--- config.mk ---
export PLATFORM = sky130hd
export DESIGN_NAME = snr_read
export DESIGN_NICKNAME = d
export VERILOG_FILES = /design/src/hw/snr_pkg.sv /design/src/hw/snr_fifo.sv /design/src/hw/snr_read.sv
export VERILOG_INCLUDE_DIRS = /design/src /design/src/hw
export SDC_FILE = /design/constraint.sdc
export NUM_CORES = 1
export LEC_CHECK = 0
export ABC_AREA = 1
export ABC_CLOCK_PERIOD_IN_PS = 2900
export BUFFER_PORTS_ARGS = -buffer_cell sky130_fd_sc_hd__buf_2
export CORE_MARGIN = 5
export CORE_UTILIZATION = 56
export CTS_CLUSTER_DIAMETER = 40
export DETAILED_ROUTE_END_ITERATION = 8
export PLACE_DENSITY = 0.77
export SETUP_SLACK_MARGIN = 0.2
export SYNTH_ARGS = -nofsm -noshare
export SYNTH_HDL_FRONTEND = slang
export SYNTH_HIERARCHICAL = 1
export SYNTH_SLANG_ARGS = --single-unit
--- constraint.sdc ---
create_clock -name mclk -period 2.9 [get_ports mclk]
set_clock_uncertainty 0.2 [all_clocks]
set_input_delay 0.435 -clock mclk [delete_from_list [all_inputs] [get_ports mclk]]
set_output_delay 0.435 -clock mclk [all_outputs]
set_load 0.005 [all_outputs]
--- src/hw/snr_defs.svh ---
// Constants of the serial NOR read sequencer: opcodes, protocol codes and counts.
`ifndef SNR_DEFS_SVH
`define SNR_DEFS_SVH
// ----------------------------------------------------------------
// Read opcodes, three-byte address unless configured otherwise
// ----------------------------------------------------------------
`define SNR_OP_READ      8'h03
`define SNR_OP_FAST      8'h0b
`define SNR_OP_DOUT      8'h3b
`define SNR_OP_DIO       8'hbb
`define SNR_OP_QOUT      8'h6b
`define SNR_OP_QIO       8'heb
`define SNR_OP_DTR_FAST  8'h0d
`define SNR_OP_DTR_DOUT  8'h3d
`define SNR_OP_DTR_DIO   8'hbd
`define SNR_OP_DTR_QOUT  8'h6d
`define SNR_OP_DTR_QIO   8'hed
`define SNR_OP_QWORD     8'he7
// ----------------------------------------------------------------
// Read opcodes with a fixed four-byte address
// ----------------------------------------------------------------
`define SNR_OP4_READ     8'h13
`define SNR_OP4_FAST     8'h0c
`define SNR_OP4_DOUT     8'h3c
`define SNR_OP4_DIO      8'hbc
`define SNR_OP4_QOUT     8'h6c
`define SNR_OP4_QIO      8'hec
`define SNR_OP4_DTR_FAST 8'h0e
`define SNR_OP4_DTR_DIO  8'hbe
`define SNR_OP4_DTR_QIO  8'hee
// ----------------------------------------------------------------
// Protocol codes, line counts as log2, and counts
// ----------------------------------------------------------------
`define SNR_PROTO_EXT    2'h0
`define SNR_PROTO_DUAL   2'h1
`define SNR_PROTO_QUAD   2'h2
`define SNR_LG1          2'h0
`define SNR_LG2          2'h1
`define SNR_LG4          2'h2
`define SNR_ABITS3       6'h18
`define SNR_ABITS4       6'h20
`define SNR_CMD_BITS     6'h08
`define SNR_QWORD_DUMMY  5'h04
`define SNR_BYTE_BITS    4'h8
`define SNR_FIFO_DEPTH   8
`endif

--- src/hw/snr_pkg.sv ---
// Types shared by the serial NOR read sequencer.
package snr_pkg;
  // Decoded read command, carried from opcode decode to the data phase.
  typedef struct packed {
    logic [7:0] op;
    logic       ok;
    logic [1:0] alog;
    logic [1:0] dlog;
    logic       dtr;
    logic [5:0] nbits;
    logic [4:0] ndum;
  } snr_cmd_t;

  // Phases of one selection of the device.
  typedef enum logic [2:0] {S_CMD, S_ADDR, S_DUMMY, S_DATA, S_SKIP} snr_state_t;
endpackage

--- src/hw/snr_fifo.sv ---
// Parameterised valid/ready FIFO between the array fetch and the output shifter.
`timescale 1ns/100ps
module snr_fifo #(
  parameter int W = 8,
  parameter int D = 8
) (
  input  wire logic         mclk,
  input  wire logic         reset_n,
  input  wire logic         clear,
  input  wire logic         in_valid,
  output logic              in_ready,
  input  wire logic [W-1:0] in_data,
  output logic              out_valid,
  input  wire logic         out_ready,
  output logic [W-1:0]      out_data
);
  localparam int AW = $clog2(D);
  logic [W-1:0] mem [D];
  logic [AW:0]  wp_r, wp_nxt, rp_r, rp_nxt;

  // One extra pointer bit tells full from empty.
  assign in_ready  = (wp_r[AW] == rp_r[AW]) || (wp_r[AW-1:0] != rp_r[AW-1:0]);
  assign out_valid = wp_r != rp_r;
  assign out_data  = mem[rp_r[AW-1:0]];

  // Pointer advance; a clear drops everything still queued.
  always_comb begin
    wp_nxt = wp_r;
    rp_nxt = rp_r;
    if (clear) begin
      wp_nxt = '0;
      rp_nxt = '0;
    end else begin
      if (in_valid && in_ready) wp_nxt = wp_r + 1'b1;
      if (out_valid && out_ready) rp_nxt = rp_r + 1'b1;
    end
  end

  // Pointer and storage registers.
  always_ff @(posedge mclk) begin
    if (!reset_n) begin
      wp_r <= '0;
      rp_r <= '0;
    end else begin
      wp_r <= wp_nxt;
      rp_r <= rp_nxt;
    end
    if (in_valid && in_ready && !clear) mem[wp_r[AW-1:0]] <= in_data;
  end
endmodule

--- src/hw/snr_read.sv ---
// Read-memory command sequencer of a multi-line serial NOR flash, device side.
// Function
// - Deselect during data ends the read; device stops driving and abandons it.
// - Non-4-byte read opcodes default to 24-bit address A23..A0.
// - Data starts at the given address and wraps to zero at the boundary.
// - Address bits are sampled on rising serial clock edges, and on both edges at double rate.
// - Any start address; address advances by one per byte fetched into the queue.
// - 03h plain read, 0Bh fast read, 3Bh dual-output fast read.
// - BBh dual I/O, 6Bh quad output, EBh quad I/O.
// - 0Dh, 3Dh, BDh, 6Dh, EDh are double-rate single/dual/quad variants.
// - Double-rate opcodes always run double-rate; others only when enabled.
// - E7h needs even address; exactly four dummy clocks before data.
// - E7h works in extended and quad single-rate; ignored in dual or double-rate.
// - Four-byte reads take a 32-bit address A31..A0.
// - 13h plain read, 0Ch fast read, 3Ch dual-output, all four-byte.
// - BCh dual I/O, 6Ch quad output, ECh quad I/O, all four-byte.
// - 0Eh, BEh, EEh are double-rate four-byte single, dual I/O, quad I/O.
// - Address width comes from nonvolatile setting or enter/exit mode commands.
// - Four-byte opcodes fix their address width; double-rate opcodes fix their rate; others follow configuration.
// - Address ends at clock 7+bits, 3+bits/2 or 1+bits/4 by protocol.
// - Extended dual I/O takes two bits per clock, quad I/O four.
// - In four-byte mode the three-byte read opcodes take four address bytes.
// - Fast read dummy clock count follows a software-set configuration value.
`timescale 1ns/100ps
`include "snr_defs.svh"
module snr_read import snr_pkg::*; (
  input  wire logic        mclk,
  input  wire logic        reset_n,
  input  wire logic        sclk,
  input  wire logic        cs_n,
  input  wire logic [3:0]  dq_in,
  output logic      [3:0]  dq_out,
  output logic      [3:0]  dq_oe_n,
  input  wire logic [1:0]  cfg_proto,
  input  wire logic        cfg_dtr,
  input  wire logic        cfg_nv_addr4,
  input  wire logic        cfg_addr4_mode,
  input  wire logic [4:0]  cfg_dummy,
  output logic             read_active,
  output logic             rd_start,
  output logic      [31:0] rd_addr,
  input  wire logic        rd_valid,
  output logic             rd_ready,
  input  wire logic [7:0]  rd_data
);
  // ----------------------------------------------------------------
  // Helpers
  // ----------------------------------------------------------------
  function automatic logic [5:0] step(input logic [1:0] lg);
    case (lg)
      `SNR_LG2: return 6'h02;
      `SNR_LG4: return 6'h04;
      default:  return 6'h01;
    endcase
  endfunction

  function automatic logic [31:0] shift_in(input logic [31:0] s, input logic [3:0] d, input logic [1:0] lg);
    case (lg)
      `SNR_LG2: return {s[29:0], d[1:0]};
      `SNR_LG4: return {s[27:0], d[3:0]};
      default:  return {s[30:0], d[0]};
    endcase
  endfunction

  // Single-line data leaves on the second line, as the host expects it.
  function automatic logic [3:0] emit(input logic [7:0] b, input logic [1:0] lg);
    case (lg)
      `SNR_LG2: return {2'h0, b[7:6]};
      `SNR_LG4: return b[7:4];
      default:  return {2'h0, b[7], 1'b0};
    endcase
  endfunction

  function automatic logic [3:0] oe_mask(input logic [1:0] lg);
    case (lg)
      `SNR_LG2: return 4'hc;
      `SNR_LG4: return 4'h0;
      default:  return 4'hd;
    endcase
  endfunction

  // Opcode decode into line widths, rate, address width and dummy count.
  function automatic snr_cmd_t decode(input logic [7:0] op, input logic [1:0] pr, input logic dtr_en,
                                      input logic a4_en, input logic [4:0] dum);
    snr_cmd_t c;
    c       = '0;
    c.op    = op;
    c.ok    = 1'b1;
    c.alog  = pr;
    c.dlog  = pr;
    c.dtr   = dtr_en;
    c.nbits = a4_en ? `SNR_ABITS4 : `SNR_ABITS3;
    c.ndum  = dum;
    case (op)
      `SNR_OP_READ, `SNR_OP4_READ: c.ndum = 5'h00;
      `SNR_OP_FAST, `SNR_OP4_FAST, `SNR_OP_DTR_FAST, `SNR_OP4_DTR_FAST: ;
      `SNR_OP_DOUT, `SNR_OP4_DOUT, `SNR_OP_DTR_DOUT: begin
        c.dlog = `SNR_LG2;
        c.ok   = pr != `SNR_PROTO_QUAD;
      end
      `SNR_OP_DIO, `SNR_OP4_DIO, `SNR_OP_DTR_DIO, `SNR_OP4_DTR_DIO: begin
        c.alog = `SNR_LG2;
        c.dlog = `SNR_LG2;
        c.ok   = pr != `SNR_PROTO_QUAD;
      end
      `SNR_OP_QOUT, `SNR_OP4_QOUT, `SNR_OP_DTR_QOUT: begin
        c.dlog = `SNR_LG4;
        c.ok   = pr != `SNR_PROTO_DUAL;
      end
      `SNR_OP_QIO, `SNR_OP4_QIO, `SNR_OP_DTR_QIO, `SNR_OP4_DTR_QIO: begin
        c.alog = `SNR_LG4;
        c.dlog = `SNR_LG4;
        c.ok   = pr != `SNR_PROTO_DUAL;
      end
      `SNR_OP_QWORD: begin
        c.alog = `SNR_LG4;
        c.dlog = `SNR_LG4;
        c.ndum = `SNR_QWORD_DUMMY;
        c.ok   = pr != `SNR_PROTO_DUAL && !dtr_en;
      end
      default: c.ok = 1'b0;
    endcase
    if (op inside {`SNR_OP_DTR_FAST, `SNR_OP_DTR_DOUT, `SNR_OP_DTR_DIO, `SNR_OP_DTR_QOUT, `SNR_OP_DTR_QIO,
                   `SNR_OP4_DTR_FAST, `SNR_OP4_DTR_DIO, `SNR_OP4_DTR_QIO})
      c.dtr = 1'b1;
    if (op inside {`SNR_OP4_READ, `SNR_OP4_FAST, `SNR_OP4_DOUT, `SNR_OP4_DIO, `SNR_OP4_QOUT, `SNR_OP4_QIO,
                   `SNR_OP4_DTR_FAST, `SNR_OP4_DTR_DIO, `SNR_OP4_DTR_QIO})
      c.nbits = `SNR_ABITS4;
    return c;
  endfunction

  // Address advance that wraps inside the active address range.
  function automatic logic [31:0] next_addr(input logic [31:0] a, input logic a4);
    if (a4) return a + 32'h0000_0001;
    return {8'h00, a[23:0] + 24'h00_0001};
  endfunction

  // ----------------------------------------------------------------
  // Pin synchronisers and serial clock edge detection
  // ----------------------------------------------------------------
  logic       sclk_s1, sclk_s2, sclk_s3, cs_s1, cs_s2;
  logic [3:0] dq_s1, dq_s2;
  logic       sclk_rise, sclk_fall;

  // Clock, select and data share one delay so data is sampled with its edge.
  always_ff @(posedge mclk) begin
    if (!reset_n) begin
      {sclk_s1, sclk_s2, sclk_s3} <= 3'h0;
      {cs_s1, cs_s2}              <= 2'h3;
      {dq_s1, dq_s2}              <= 8'h00;
    end else begin
      {sclk_s1, sclk_s2, sclk_s3} <= {sclk, sclk_s1, sclk_s2};
      {cs_s1, cs_s2}              <= {cs_n, cs_s1};
      {dq_s1, dq_s2}              <= {dq_in, dq_s1};
    end
  end

  assign sclk_rise = sclk_s2 && !sclk_s3;
  assign sclk_fall = !sclk_s2 && sclk_s3;

  // ----------------------------------------------------------------
  // Sequencer
  // ----------------------------------------------------------------
  snr_state_t  st_r, st_nxt;
  snr_cmd_t    cmd_r, cmd_nxt;
  logic [31:0] sh_r, sh_nxt, addr_r, addr_nxt;
  logic [5:0]  cnt_r, cnt_nxt;
  logic [7:0]  osh_r, osh_nxt;
  logic [3:0]  oleft_r, oleft_nxt, dq_r, dq_nxt, oe_r, oe_nxt;
  logic        start_r, start_nxt, fetch_r, fetch_nxt, pop;
  logic        f_ivalid, f_iready, f_ovalid;
  logic [7:0]  f_odata;

  // Next phase, shifters and pin drive for each synchronised serial clock edge.
  always_comb begin
    logic [5:0] n;
    n         = 6'h00;
    st_nxt    = st_r;
    cmd_nxt   = cmd_r;
    sh_nxt    = sh_r;
    cnt_nxt   = cnt_r;
    osh_nxt   = osh_r;
    oleft_nxt = oleft_r;
    dq_nxt    = dq_r;
    oe_nxt    = oe_r;
    addr_nxt  = addr_r;
    start_nxt = 1'b0;
    fetch_nxt = fetch_r;
    pop       = 1'b0;
    if (cs_s2) begin
      st_nxt    = S_CMD;
      oe_nxt    = 4'hf;
      fetch_nxt = 1'b0;
      cnt_nxt   = 6'h00;
      oleft_nxt = 4'h0;
    end else begin
      case (st_r)
        S_CMD: if (sclk_rise || (sclk_fall && cfg_dtr)) begin
          sh_nxt  = shift_in(sh_r, dq_s2, cfg_proto);
          cnt_nxt = cnt_r + step(cfg_proto);
          if (cnt_nxt >= `SNR_CMD_BITS) begin
            cmd_nxt = decode(sh_nxt[7:0], cfg_proto, cfg_dtr, cfg_nv_addr4 || cfg_addr4_mode, cfg_dummy);
            cnt_nxt = 6'h00;
            st_nxt  = cmd_nxt.ok ? S_ADDR : S_SKIP;
          end
        end
        S_ADDR: if (sclk_rise || (sclk_fall && cmd_r.dtr)) begin
          sh_nxt  = shift_in(sh_r, dq_s2, cmd_r.alog);
          cnt_nxt = cnt_r + step(cmd_r.alog);
          if (cnt_nxt == cmd_r.nbits) begin
            addr_nxt  = cmd_r.nbits == `SNR_ABITS4 ? sh_nxt : {8'h00, sh_nxt[23:0]};
            start_nxt = 1'b1;
            fetch_nxt = 1'b1;
            cnt_nxt   = 6'h00;
            st_nxt    = cmd_r.ndum == 5'h00 ? S_DATA : S_DUMMY;
          end
        end
        S_DUMMY: if (sclk_rise) begin
          cnt_nxt = cnt_r + 6'h01;
          if (cnt_nxt == {1'b0, cmd_r.ndum}) st_nxt = S_DATA;
        end
        S_DATA: if (sclk_fall || (sclk_rise && cmd_r.dtr)) begin
          n = step(cmd_r.dlog);
          // An empty queue at a byte edge holds the lines at zero; the fetch
          // side is expected to stay well ahead of the serial clock.
          if (oleft_r == 4'h0 && f_ovalid) begin
            pop       = 1'b1;
            osh_nxt   = f_odata;
            oleft_nxt = `SNR_BYTE_BITS;
          end
          dq_nxt = emit(osh_nxt, cmd_r.dlog);
          oe_nxt = oe_mask(cmd_r.dlog);
          if (oleft_nxt != 4'h0) begin
            osh_nxt   = osh_nxt << n;
            oleft_nxt = oleft_nxt - n[3:0];
          end
        end
        S_SKIP: ;
        default: st_nxt = S_CMD;
      endcase
    end
    if (rd_valid && rd_ready) addr_nxt = next_addr(addr_r, cmd_r.nbits == `SNR_ABITS4);
  end

  // Sequencer registers.
  always_ff @(posedge mclk) begin
    if (!reset_n) begin
      st_r    <= S_CMD;
      cmd_r   <= '0;
      sh_r    <= 32'h0000_0000;
      cnt_r   <= 6'h00;
      osh_r   <= 8'h00;
      oleft_r <= 4'h0;
      dq_r    <= 4'h0;
      oe_r    <= 4'hf;
      addr_r  <= 32'h0000_0000;
      start_r <= 1'b0;
      fetch_r <= 1'b0;
    end else begin
      st_r    <= st_nxt;
      cmd_r   <= cmd_nxt;
      sh_r    <= sh_nxt;
      cnt_r   <= cnt_nxt;
      osh_r   <= osh_nxt;
      oleft_r <= oleft_nxt;
      dq_r    <= dq_nxt;
      oe_r    <= oe_nxt;
      addr_r  <= addr_nxt;
      start_r <= start_nxt;
      fetch_r <= fetch_nxt;
    end
  end

  // Fetch stalls when the queue is full; a deselect flushes it.
  assign f_ivalid    = rd_valid && fetch_r && !cs_s2;
  assign rd_ready    = fetch_r && f_iready && !cs_s2;
  assign dq_out      = dq_r;
  assign dq_oe_n     = oe_r;
  assign rd_addr     = addr_r;
  assign rd_start    = start_r;
  assign read_active = st_r != S_CMD;

  snr_fifo #(.W(8), .D(`SNR_FIFO_DEPTH)) u_fifo (
    .mclk      (mclk),
    .reset_n   (reset_n),
    .clear     (cs_s2),
    .in_valid  (f_ivalid),
    .in_ready  (f_iready),
    .in_data   (rd_data),
    .out_valid (f_ovalid),
    .out_ready (pop),
    .out_data  (f_odata)
  );
endmodule

==> impl_metrics.xml, run 1 <==
<?xml version="1.0" encoding="UTF-8"?>
<metrics>
  <group name="timing">
    <metric name="timing.slew.headroom" unit="%">48.4</metric>
    <metric name="hold_slack" unit="ps">12.4</metric>
    <metric name="worst_setup_slack_after_layout" unit="ps">20.3</metric>
    <metric name="final.period_utilization" unit="%">99.3</metric>
    <metric name="max_freq" unit="GHz">0.347</metric>
    <metric name="report.final.setup_viol" unit="">0</metric>
    <metric name="worst-slew-pin-transition" unit="ps">773</metric>
    <metric name="rsz0062_at_grt" unit="">true</metric>
    <metric name="final_max_slew_viol_count" unit="">0</metric>
    <metric name="period_minus_slack" unit="ps">2880</metric>
    <metric name="report.final.hold_viol_count" unit="">0</metric>
  </group>
  <group name="routing">
    <metric name="vias" unit="">11665</metric>
    <metric name="drcViolationCount" unit="">0</metric>
    <metric name="wire_per_inst" unit="µm">16.3</metric>
    <metric name="detail_route.iter0.violations" unit="">908</metric>
    <metric name="first_pass_iters" unit="">5</metric>
    <metric name="routed_wirelength" unit="mm">32.9</metric>
    <metric name="vias_per_cell" unit="">5.79</metric>
    <metric name="drt.antenna.violating_nets" unit="">0</metric>
  </group>
  <group name="worst_setup_path">
    <metric name="cp_data_required_time" unit="ps">3080</metric>
    <metric name="critical_path.max_fanout" unit="">8</metric>
    <metric name="criticalPathCategory" unit="">reg -&gt; reg</metric>
    <metric name="reg2regPathDepth" unit="">17</metric>
    <metric name="worstSetupStartpointType" unit="">register</metric>
    <metric name="timing.rr.end" unit="">rd_addr[23]</metric>
    <metric name="worstPathArrival" unit="ps">3060</metric>
    <metric name="startpoint_of_the_lowest_slack_register_to_register_path" unit="">cmd_r[15]</metric>
    <metric name="register_to_register_setup_slack" unit="ps">20</metric>
    <metric name="worst_setup_path_end_kind" unit="">register</metric>
  </group>
  <group name="hold_path">
    <metric name="min_path_type" unit="">in -&gt; reg</metric>
    <metric name="worst_hold_path.num_cells" unit="">2</metric>
    <metric name="hold_start" unit="">cs_n</metric>
    <metric name="hold-path-endpoint" unit="">cs_s1</metric>
  </group>
  <group name="clocking">
    <metric name="tritoncts" unit="">built</metric>
    <metric name="number_of_clock_sinks_seen_by_cts" unit="">193</metric>
    <metric name="clkSlewWorstSetupHoldPaths" unit="ps">80</metric>
    <metric name="h-tree-depth" unit="">4</metric>
    <metric name="clock-root-buffer" unit="">sky130_fd_sc_hd__clkbuf_16</metric>
    <metric name="cts_buffers" unit="">17</metric>
    <metric name="clk-insertion-delay-late" unit="ps">450</metric>
    <metric name="max-clock-path-buffers" unit="">2</metric>
  </group>
  <group name="global_route">
    <metric name="grt_use_total" unit="%">26.9</metric>
    <metric name="grt_remaining_overflow" unit="">0</metric>
    <metric name="grt_pass1_vias" unit="">10842</metric>
    <metric name="grt_antenna_before_repair" unit="">0</metric>
    <metric name="grt_max_degree" unit="">63</metric>
    <metric name="first_pass_grt_wire_length" unit="mm">53.4</metric>
  </group>
  <group name="floorplan">
    <metric name="die-height" unit="µm">155</metric>
    <metric name="initial_cell_density_of_the_core" unit="%">56.5</metric>
    <metric name="fp.dieArea" unit="µm²">24000</metric>
    <metric name="placeableCoreArea" unit="µm²">20800</metric>
    <metric name="dieWidth" unit="µm">155</metric>
    <metric name="pin_count" unit="">70</metric>
    <metric name="std_cell_rows" unit="">53</metric>
  </group>
  <group name="finish">
    <metric name="finish.instance_area" unit="µm²">13500</metric>
    <metric name="area_growth" unit="%">14.8</metric>
    <metric name="share_of_post_route_cells_with_drive_strength_above_1" unit="%">15.4</metric>
    <metric name="total_nets_final" unit="">1777</metric>
    <metric name="utilization" unit="%">64.9</metric>
    <metric name="final-instance-count-excl-fill" unit="">2013</metric>
    <metric name="n_antenna_cell" unit="">0</metric>
  </group>
  <group name="yosys">
    <metric name="post-synth-top-area-fraction" unit="%">22.0</metric>
    <metric name="flop_and_latch_count_out_of_synthesis" unit="">193</metric>
    <metric name="synth_async_sr_flop_share" unit="%">0</metric>
    <metric name="synth.net_count" unit="">1711</metric>
    <metric name="synth.cell_area" unit="µm²">11800</metric>
    <metric name="synthesized_netlist_cell_count" unit="">1659</metric>
    <metric name="dominant_cells_by_area_after_synthesis" unit="">sky130_fd_sc_hd__dfxtp_1 22%, sky130_fd_sc_hd__edfxtp_1 16%, sky130_fd_sc_hd__nand2_1 12%</metric>
    <metric name="synth-warning-count" unit="">6</metric>
    <metric name="ys_seq_area_share" unit="%">38.3</metric>
    <metric name="dominantRegCellSynth" unit="">sky130_fd_sc_hd__dfxtp_1</metric>
    <metric name="distinct_cell_type_count_of_the_synthesized_netlist" unit="">55</metric>
    <metric name="netlist.top_cell.by_area" unit="">sky130_fd_sc_hd__dfxtp_1</metric>
    <metric name="synth_edf_count" unit="">64</metric>
    <metric name="postSynthAreaPerCell" unit="µm²">7.09</metric>
  </group>
  <group name="job">
    <metric name="max_cap_violations" unit="">0</metric>
  </group>
  <group name="power">
    <metric name="leakagePower" unit="nW">5.32</metric>
    <metric name="worst_ir_drop_vdd" unit="mV">0.327</metric>
    <metric name="power_density" unit="nW/µm²">417</metric>
  </group>
  <group name="place">
    <metric name="dpl.cell_count" unit="">1970</metric>
    <metric name="port_buffers" unit="">69</metric>
    <metric name="place_worst_setup_slack" unit="ps">-61.0</metric>
    <metric name="gp_routability_congestion" unit="">0.971</metric>
    <metric name="dp_hpwl" unit="mm">22.8</metric>
    <metric name="dpl-instance-area" unit="µm²">12500</metric>
  </group>
  <group name="run_status">
    <metric name="status" unit="">finished clean</metric>
  </group>
</metrics>
## worst max-delay path, cell delays in order (launching register included)
cell	delay [ps]
sky130_fd_sc_hd__dfxtp_2	350
sky130_fd_sc_hd__ha_4	260
sky130_fd_sc_hd__ha_4	170
sky130_fd_sc_hd__fa_2	380
sky130_fd_sc_hd__nand3_1	120
sky130_fd_sc_hd__nand2_1	80
sky130_fd_sc_hd__nand2_1	90
sky130_fd_sc_hd__nand2_2	80
sky130_fd_sc_hd__nand3_1	90
sky130_fd_sc_hd__o21ai_2	70
sky130_fd_sc_hd__nor2_4	110
sky130_fd_sc_hd__nand4_4	140
sky130_fd_sc_hd__nand2_4	180
sky130_fd_sc_hd__nand2_8	90
sky130_fd_sc_hd__clkbuf_16	200
sky130_fd_sc_hd__nand2_1	60
sky130_fd_sc_hd__nand2_1	50
sky130_fd_sc_hd__nor2_1	90
## routing by layer
metal | GRT usage (%) | vias up | part of all wire [%]
met3 | 3.89 | 66 | 6.4
met2 | 45.6 | 448 | 48
met4 | 8.33 | 0 | 2.7
li1 | - | 5760 | -
met5 | 0 | - | 0
met1 | 35.9 | 5391 | 42
## synth_stat cells (all sizes together) (2+ instances only)
cell / count
o31ai: 2
o21ai: 190
inv: 166
edfxtp: 64
xor2: 14
nand4: 12
o211ai: 25
nand2: 394
or2: 13
nor2: 183
nand3: 117
a31oi: 7
ha: 22
clkbuf: 53
xnor2: 4
nor3: 30
a211oi: 32
a22oi: 5
a21oi: 88
o211a: 2
buf: 32
o22ai: 29
o21bai: 3
o221ai: 26
fa: 3
clkinv: 3
a21o: 2
dfxtp: 129
## timing repair
action	4_1_cts	5_1_grt
endpoints found under the hold margin	5	0
hold buffers	5	0
gates resized for setup	11	58
buffers inserted	2	2
setup endpoints to repair	35	57
gates cloned	0	2
pin swaps	4	14
## sequential cells by signal, indices dropped and copies added, names as in the netlist, named ones only
signal	cells
cmd_r	12
cnt_r	6
cs_s1	1
cs_s2	1
dq_oe_n	3
dq_out	4
dq_s1	4
dq_s2	4
fetch_r	1
oleft_r	4
osh_r	8
rd_addr	32
rd_start	1
sclk_s1	1
sclk_s2	1
sclk_s3	1
sh_r	31
st_r	3
u_fifo/mem	64
u_fifo/rp_r	4
u_fifo/wp_r	4
## layout by cell type (no fill, tap or decap), drive strengths merged, types with 12 or more instances in the layout
| cell type | Yosys | routed |
|---|---|---|
| nand2 | 394 | 394 |
| o21ai | 190 | 190 |
| nor2 | 183 | 183 |
| inv | 166 | 175 |
| dfxtp | 129 | 129 |
| buf | 32 | 125 |
| nand3 | 117 | 117 |
| a21oi | 88 | 88 |
| edfxtp | 64 | 64 |
| a211oi | 32 | 32 |
| nor3 | 30 | 30 |
| o22ai | 29 | 29 |
| o221ai | 26 | 26 |
| o211ai | 25 | 25 |
| ha | 22 | 22 |
| clkbuf | 53 | 19 |
| xor2 | 14 | 14 |
| or2 | 13 | 13 |
| nand4 | 12 | 12 |
## logic make-up (layout without fill, tap and decap cells)
group,count (synthesis),count (layout),synth area share (%)
and+or+nand+nor,751,751,27.2
AOI/OAI and AO/OA,416,416,20.8
buffers and inverters,254,333,9.18
DFF,193,193,38.3
adders and majority gates,25,25,2.85
xor gates and xnor gates,19,19,1.53
muxes,1,1,0.0851
## power breakdown
group	switching [mW]	leakage (nW)	internal (mW)
combinational	0.209	3.39	0.104
clock	1.30	0.308	1.22
sequential	0.00986	1.62	2.80
## cell type report
type,instances,area [µm²]
multi-input combinational,1212,6420
timing repair buffer,132,945
sequential,193,4510
inverter,169,637
fill,1825,7320
clock buffer,17,425
tap,275,344
clock inverter,15,221
## how the worst max path moves through the flow
stage / cells past startpoint / slack, ps / start / to
after floorplan: 18 / 210 / cfg_proto[1] / cmd_r[0]
after global placement: 14 / 30 / cmd_r[14] / rd_addr[28]
after detailed placement: 17 / -60 / cfg_proto[0] / cmd_r[12]
after CTS: 14 / 110 / cmd_r[14] / rd_addr[2]
after global routing: 18 / -110 / cmd_r[14] / rd_addr[29]
final: 17 / 20 / cmd_r[15] / rd_addr[23]
## metrics by stage
| stage | power [mW] | TNS, ps |
|---|---|---|
| after CTS | 5.66 | 0 |
| after floorplan | 3.08 | 0 |
| after detailed placement | 3.17 | -483 |
| after global placement | 3.17 | 0 |
| final | 5.64 | 0 |
| after global routing | 5.83 | -2760 |
Power figures use the tool's default switching activity.
==> run 2, diff against run 1 <==
Settings changed: CELL_PAD_IN_SITES_DETAIL_PLACEMENT from default to 1, CELL_PAD_IN_SITES_GLOBAL_PLACEMENT from default to 1, CORE_UTILIZATION 56 to 41, PLACE_DENSITY 0.77 to default, PLACE_DENSITY_LB_ADDON from default to 0.1, RECOVER_POWER from default to 25.
==> run 2 against run 1 <==
Net effect:
- the run now ends with negative setup slack left
- setup slack worse by 83 ps
- hold slack improved by 16 ps
- register-to-register slack got worse by 80 ps
- global-route usage shrank 2.6 points
- wire length up 20%
- cell count is 6.6% higher
- via count grew 0.87%
- clock power decreased by 2%
- first-iteration DRC count is 25% lower
- non-clock buffer count grew 23
- combinational power rose by 5%
- sequential share of layout area is 0.79 points lower
- critical endpoint is now rd_addr[4]
- highest routed layer unchanged
==> impl_metrics.xml, run 2 (synthesized netlist as in run 1, its figures left out) <==
<?xml version="1.0" encoding="UTF-8"?>
<metrics>
  <group name="floorplan">
    <metric name="std_cell_rows" unit="">62</metric>
    <metric name="fp.dieArea" unit="µm²">32200</metric>
    <metric name="pin_count" unit="">70</metric>
    <metric name="placeableCoreArea" unit="µm²">28500</metric>
    <metric name="die-height" unit="µm">179</metric>
    <metric name="initial_cell_density_of_the_core" unit="%">41.2</metric>
    <metric name="dieWidth" unit="µm">179</metric>
  </group>
  <group name="global_route">
    <metric name="grt_max_degree" unit="">63</metric>
    <metric name="first_pass_grt_wire_length" unit="mm">62.4</metric>
    <metric name="grt_pass1_vias" unit="">11882</metric>
    <metric name="grt_remaining_overflow" unit="">0</metric>
    <metric name="grt_antenna_before_repair" unit="">0</metric>
    <metric name="grt_use_total" unit="%">24.4</metric>
  </group>
  <group name="job">
    <metric name="max_cap_violations" unit="">0</metric>
  </group>
  <group name="worst_setup_path">
    <metric name="worstPathArrival" unit="ps">3080</metric>
    <metric name="critical_path.max_fanout" unit="">8</metric>
    <metric name="criticalPathCategory" unit="">reg -&gt; reg</metric>
    <metric name="cp_data_required_time" unit="ps">3020</metric>
    <metric name="worst_setup_path_end_kind" unit="">register</metric>
    <metric name="reg2regPathDepth" unit="">13</metric>
    <metric name="worstSetupStartpointType" unit="">register</metric>
  </group>
  <group name="timing">
    <metric name="period_minus_slack" unit="ps">2960</metric>
    <metric name="rsz0062_at_grt" unit="">true</metric>
    <metric name="worst_setup_slack_after_layout" unit="ps">-63.0</metric>
    <metric name="hold_slack" unit="ps">28.0</metric>
    <metric name="max_freq" unit="GHz">0.337</metric>
    <metric name="final_max_slew_viol_count" unit="">0</metric>
    <metric name="setup_tns" unit="ps">-1200</metric>
    <metric name="report.final.setup_viol" unit="">31</metric>
    <metric name="final.period_utilization" unit="%">102</metric>
    <metric name="worst-slew-pin-transition" unit="ps">792</metric>
    <metric name="report.final.hold_viol_count" unit="">0</metric>
    <metric name="timing.slew.headroom" unit="%">47.2</metric>
  </group>
  <group name="routing">
    <metric name="vias" unit="">11766</metric>
    <metric name="routed_wirelength" unit="mm">39.4</metric>
    <metric name="drt.antenna.violating_nets" unit="">0</metric>
    <metric name="first_pass_iters" unit="">5</metric>
    <metric name="drcViolationCount" unit="">0</metric>
    <metric name="vias_per_cell" unit="">5.49</metric>
    <metric name="detail_route.iter0.violations" unit="">678</metric>
    <metric name="wire_per_inst" unit="µm">18.4</metric>
  </group>
  <group name="hold_path">
    <metric name="min_path_type" unit="">in -&gt; reg</metric>
    <metric name="worst_hold_path.num_cells" unit="">3</metric>
  </group>
  <group name="clocking">
    <metric name="cts_buffers" unit="">17</metric>
    <metric name="clkSlewWorstSetupHoldPaths" unit="ps">80</metric>
    <metric name="h-tree-depth" unit="">4</metric>
    <metric name="clk-insertion-delay-late" unit="ps">460</metric>
    <metric name="max-clock-path-buffers" unit="">2</metric>
    <metric name="clock-root-buffer" unit="">sky130_fd_sc_hd__clkbuf_16</metric>
    <metric name="number_of_clock_sinks_seen_by_cts" unit="">193</metric>
    <metric name="tritoncts" unit="">built</metric>
  </group>
  <group name="run_status">
    <metric name="status" unit="">finished with violations</metric>
    <metric name="failed_checks" unit="">negative setup slack</metric>
  </group>
  <group name="finish">
    <metric name="share_of_post_route_cells_with_drive_strength_above_1" unit="%">16.9</metric>
    <metric name="total_nets_final" unit="">1800</metric>
    <metric name="area_growth" unit="%">17.7</metric>
    <metric name="n_antenna_cell" unit="">0</metric>
    <metric name="multi_input_comb_area" unit="µm²">6490</metric>
    <metric name="layout.area.seq" unit="µm²">4510</metric>
    <metric name="final_cell_mix" unit="">359 x sky130_fd_sc_hd__nand2_1, 164 x sky130_fd_sc_hd__nor2_1, 164 x sky130_fd_sc_hd__o21ai_0, 151 x sky130_fd_sc_hd__inv_1, 122 x sky130_fd_sc_hd__dfxtp_1</metric>
    <metric name="largest_register_ff_count" unit="">64</metric>
    <metric name="layout.cells.most_common" unit="">sky130_fd_sc_hd__nand2_1</metric>
    <metric name="n_fill_cell" unit="">3676</metric>
  </group>
  <group name="power">
    <metric name="share_seq_of_total_power" unit="%">50.0</metric>
    <metric name="fraction_of_power_consumed_by_the_clock_network" unit="%">44.1</metric>
    <metric name="leakagePower" unit="nW">5.40</metric>
    <metric name="switching_share" unit="%">26.4</metric>
    <metric name="worst_ir_drop_vdd" unit="mV">0.376</metric>
    <metric name="fin_total_pwr" unit="mW">5.62</metric>
    <metric name="share_comb_of_total_power" unit="%">5.9</metric>
    <metric name="power_density" unit="nW/µm²">406</metric>
    <metric name="switching_power" unit="mW">1.48</metric>
    <metric name="intPower" unit="mW">4.13</metric>
  </group>
  <group name="place">
    <metric name="dp_hpwl" unit="mm">27.7</metric>
    <metric name="gp_routability_congestion" unit="">0.888</metric>
    <metric name="port_buffers" unit="">69</metric>
  </group>
</metrics>
run 2: cell count changes in the layout (fill, tap and decap cells not counted), sizes merged:
cell         delta
buf            +12
clkbuf          +9
dlygate4sd3     +4
clkinv          -3
clkinvlp        +1
run 2: final timing paths:
check,from,end,slack [ps]
hold reg to reg,dq_s1[1],dq_s2[1],220
setup reg to reg,cmd_r[15],rd_addr[4],-60
setup / recovery,cmd_r[15],rd_addr[4],-60
hold / removal,cfg_dummy[4],cmd_r[4],30
run 2: area by class of cell:
| type | instances | share of cell area [%] |
|---|---|---|
| clock buffer | 19 | 3.28 |
| clock inverter | 13 | 1.11 |
| inverter | 169 | 4.61 |
| multi-input combinational | 1212 | 46.9 |
| sequential | 193 | 32.6 |
| tap | 384 | 3.47 |
| timing repair buffer | 155 | 8.07 |
run 2: worst max-delay path, stage by stage (launching register included):
cell and delay [ps]:
sky130_fd_sc_hd__dfxtp_2 350, sky130_fd_sc_hd__ha_4 260, sky130_fd_sc_hd__ha_4 170, sky130_fd_sc_hd__fa_2 410
sky130_fd_sc_hd__xor2_2 180, sky130_fd_sc_hd__nor3_2 230, sky130_fd_sc_hd__nand2_1 120, sky130_fd_sc_hd__nor2_4 130
sky130_fd_sc_hd__nand4_4 180, sky130_fd_sc_hd__nand2_8 180, sky130_fd_sc_hd__nand2_8 100, sky130_fd_sc_hd__clkbuf_16 200
sky130_fd_sc_hd__nand2_2 60, sky130_fd_sc_hd__a21oi_2 50
run 2: power groups by stage:
stage | Sequential, mW | Combinational, mW | Clock (mW)
floorplan | 2.87 | 0.211 | 0
detailed placement | 2.87 | 0.318 | 0
finish | 2.81 | 0.330 | 2.48
global placement | 2.87 | 0.311 | 0
CTS | 2.81 | 0.331 | 2.54
global route | 2.81 | 0.370 | 2.64
run 2: what timing repair did:
action                     4_1_cts  5_1_grt
pin swaps                        6       15
setup endpoints to repair       35       62
resized for setup               20       74
hold endpoints to repair         9        0
cloned                           1        1
setup buffers                    2        3
hold buffers                     9        0
run 2: metal layers:
layer	GRT usage [%]	share of wire (%)	vias up
li1	-	-	5807
met1	30.6	45	5732
met2	43.2	50	174
met3	3.08	2.4	53
met4	8.51	2.8	0
met5	0	0	-
run 2: per-stage QoR:
| stage | area [µm²] | setup WS (ps) | std cells | utilization (%) |
|---|---|---|---|---|
| 2_1_floorplan | 11800 | 206 | 1659 | - |
| 3_3_place_gp | 12800 | 8.64 | 2097 | 44.7 |
| 3_5_place_dp | 12800 | -79.0 | 2097 | 44.7 |
| 4_1_cts | 13600 | 86.8 | 2141 | 47.5 |
| 5_1_grt | 13800 | -142 | 2145 | 48.5 |
| 6_report | 13800 | -63.0 | 2145 | 48.5 |
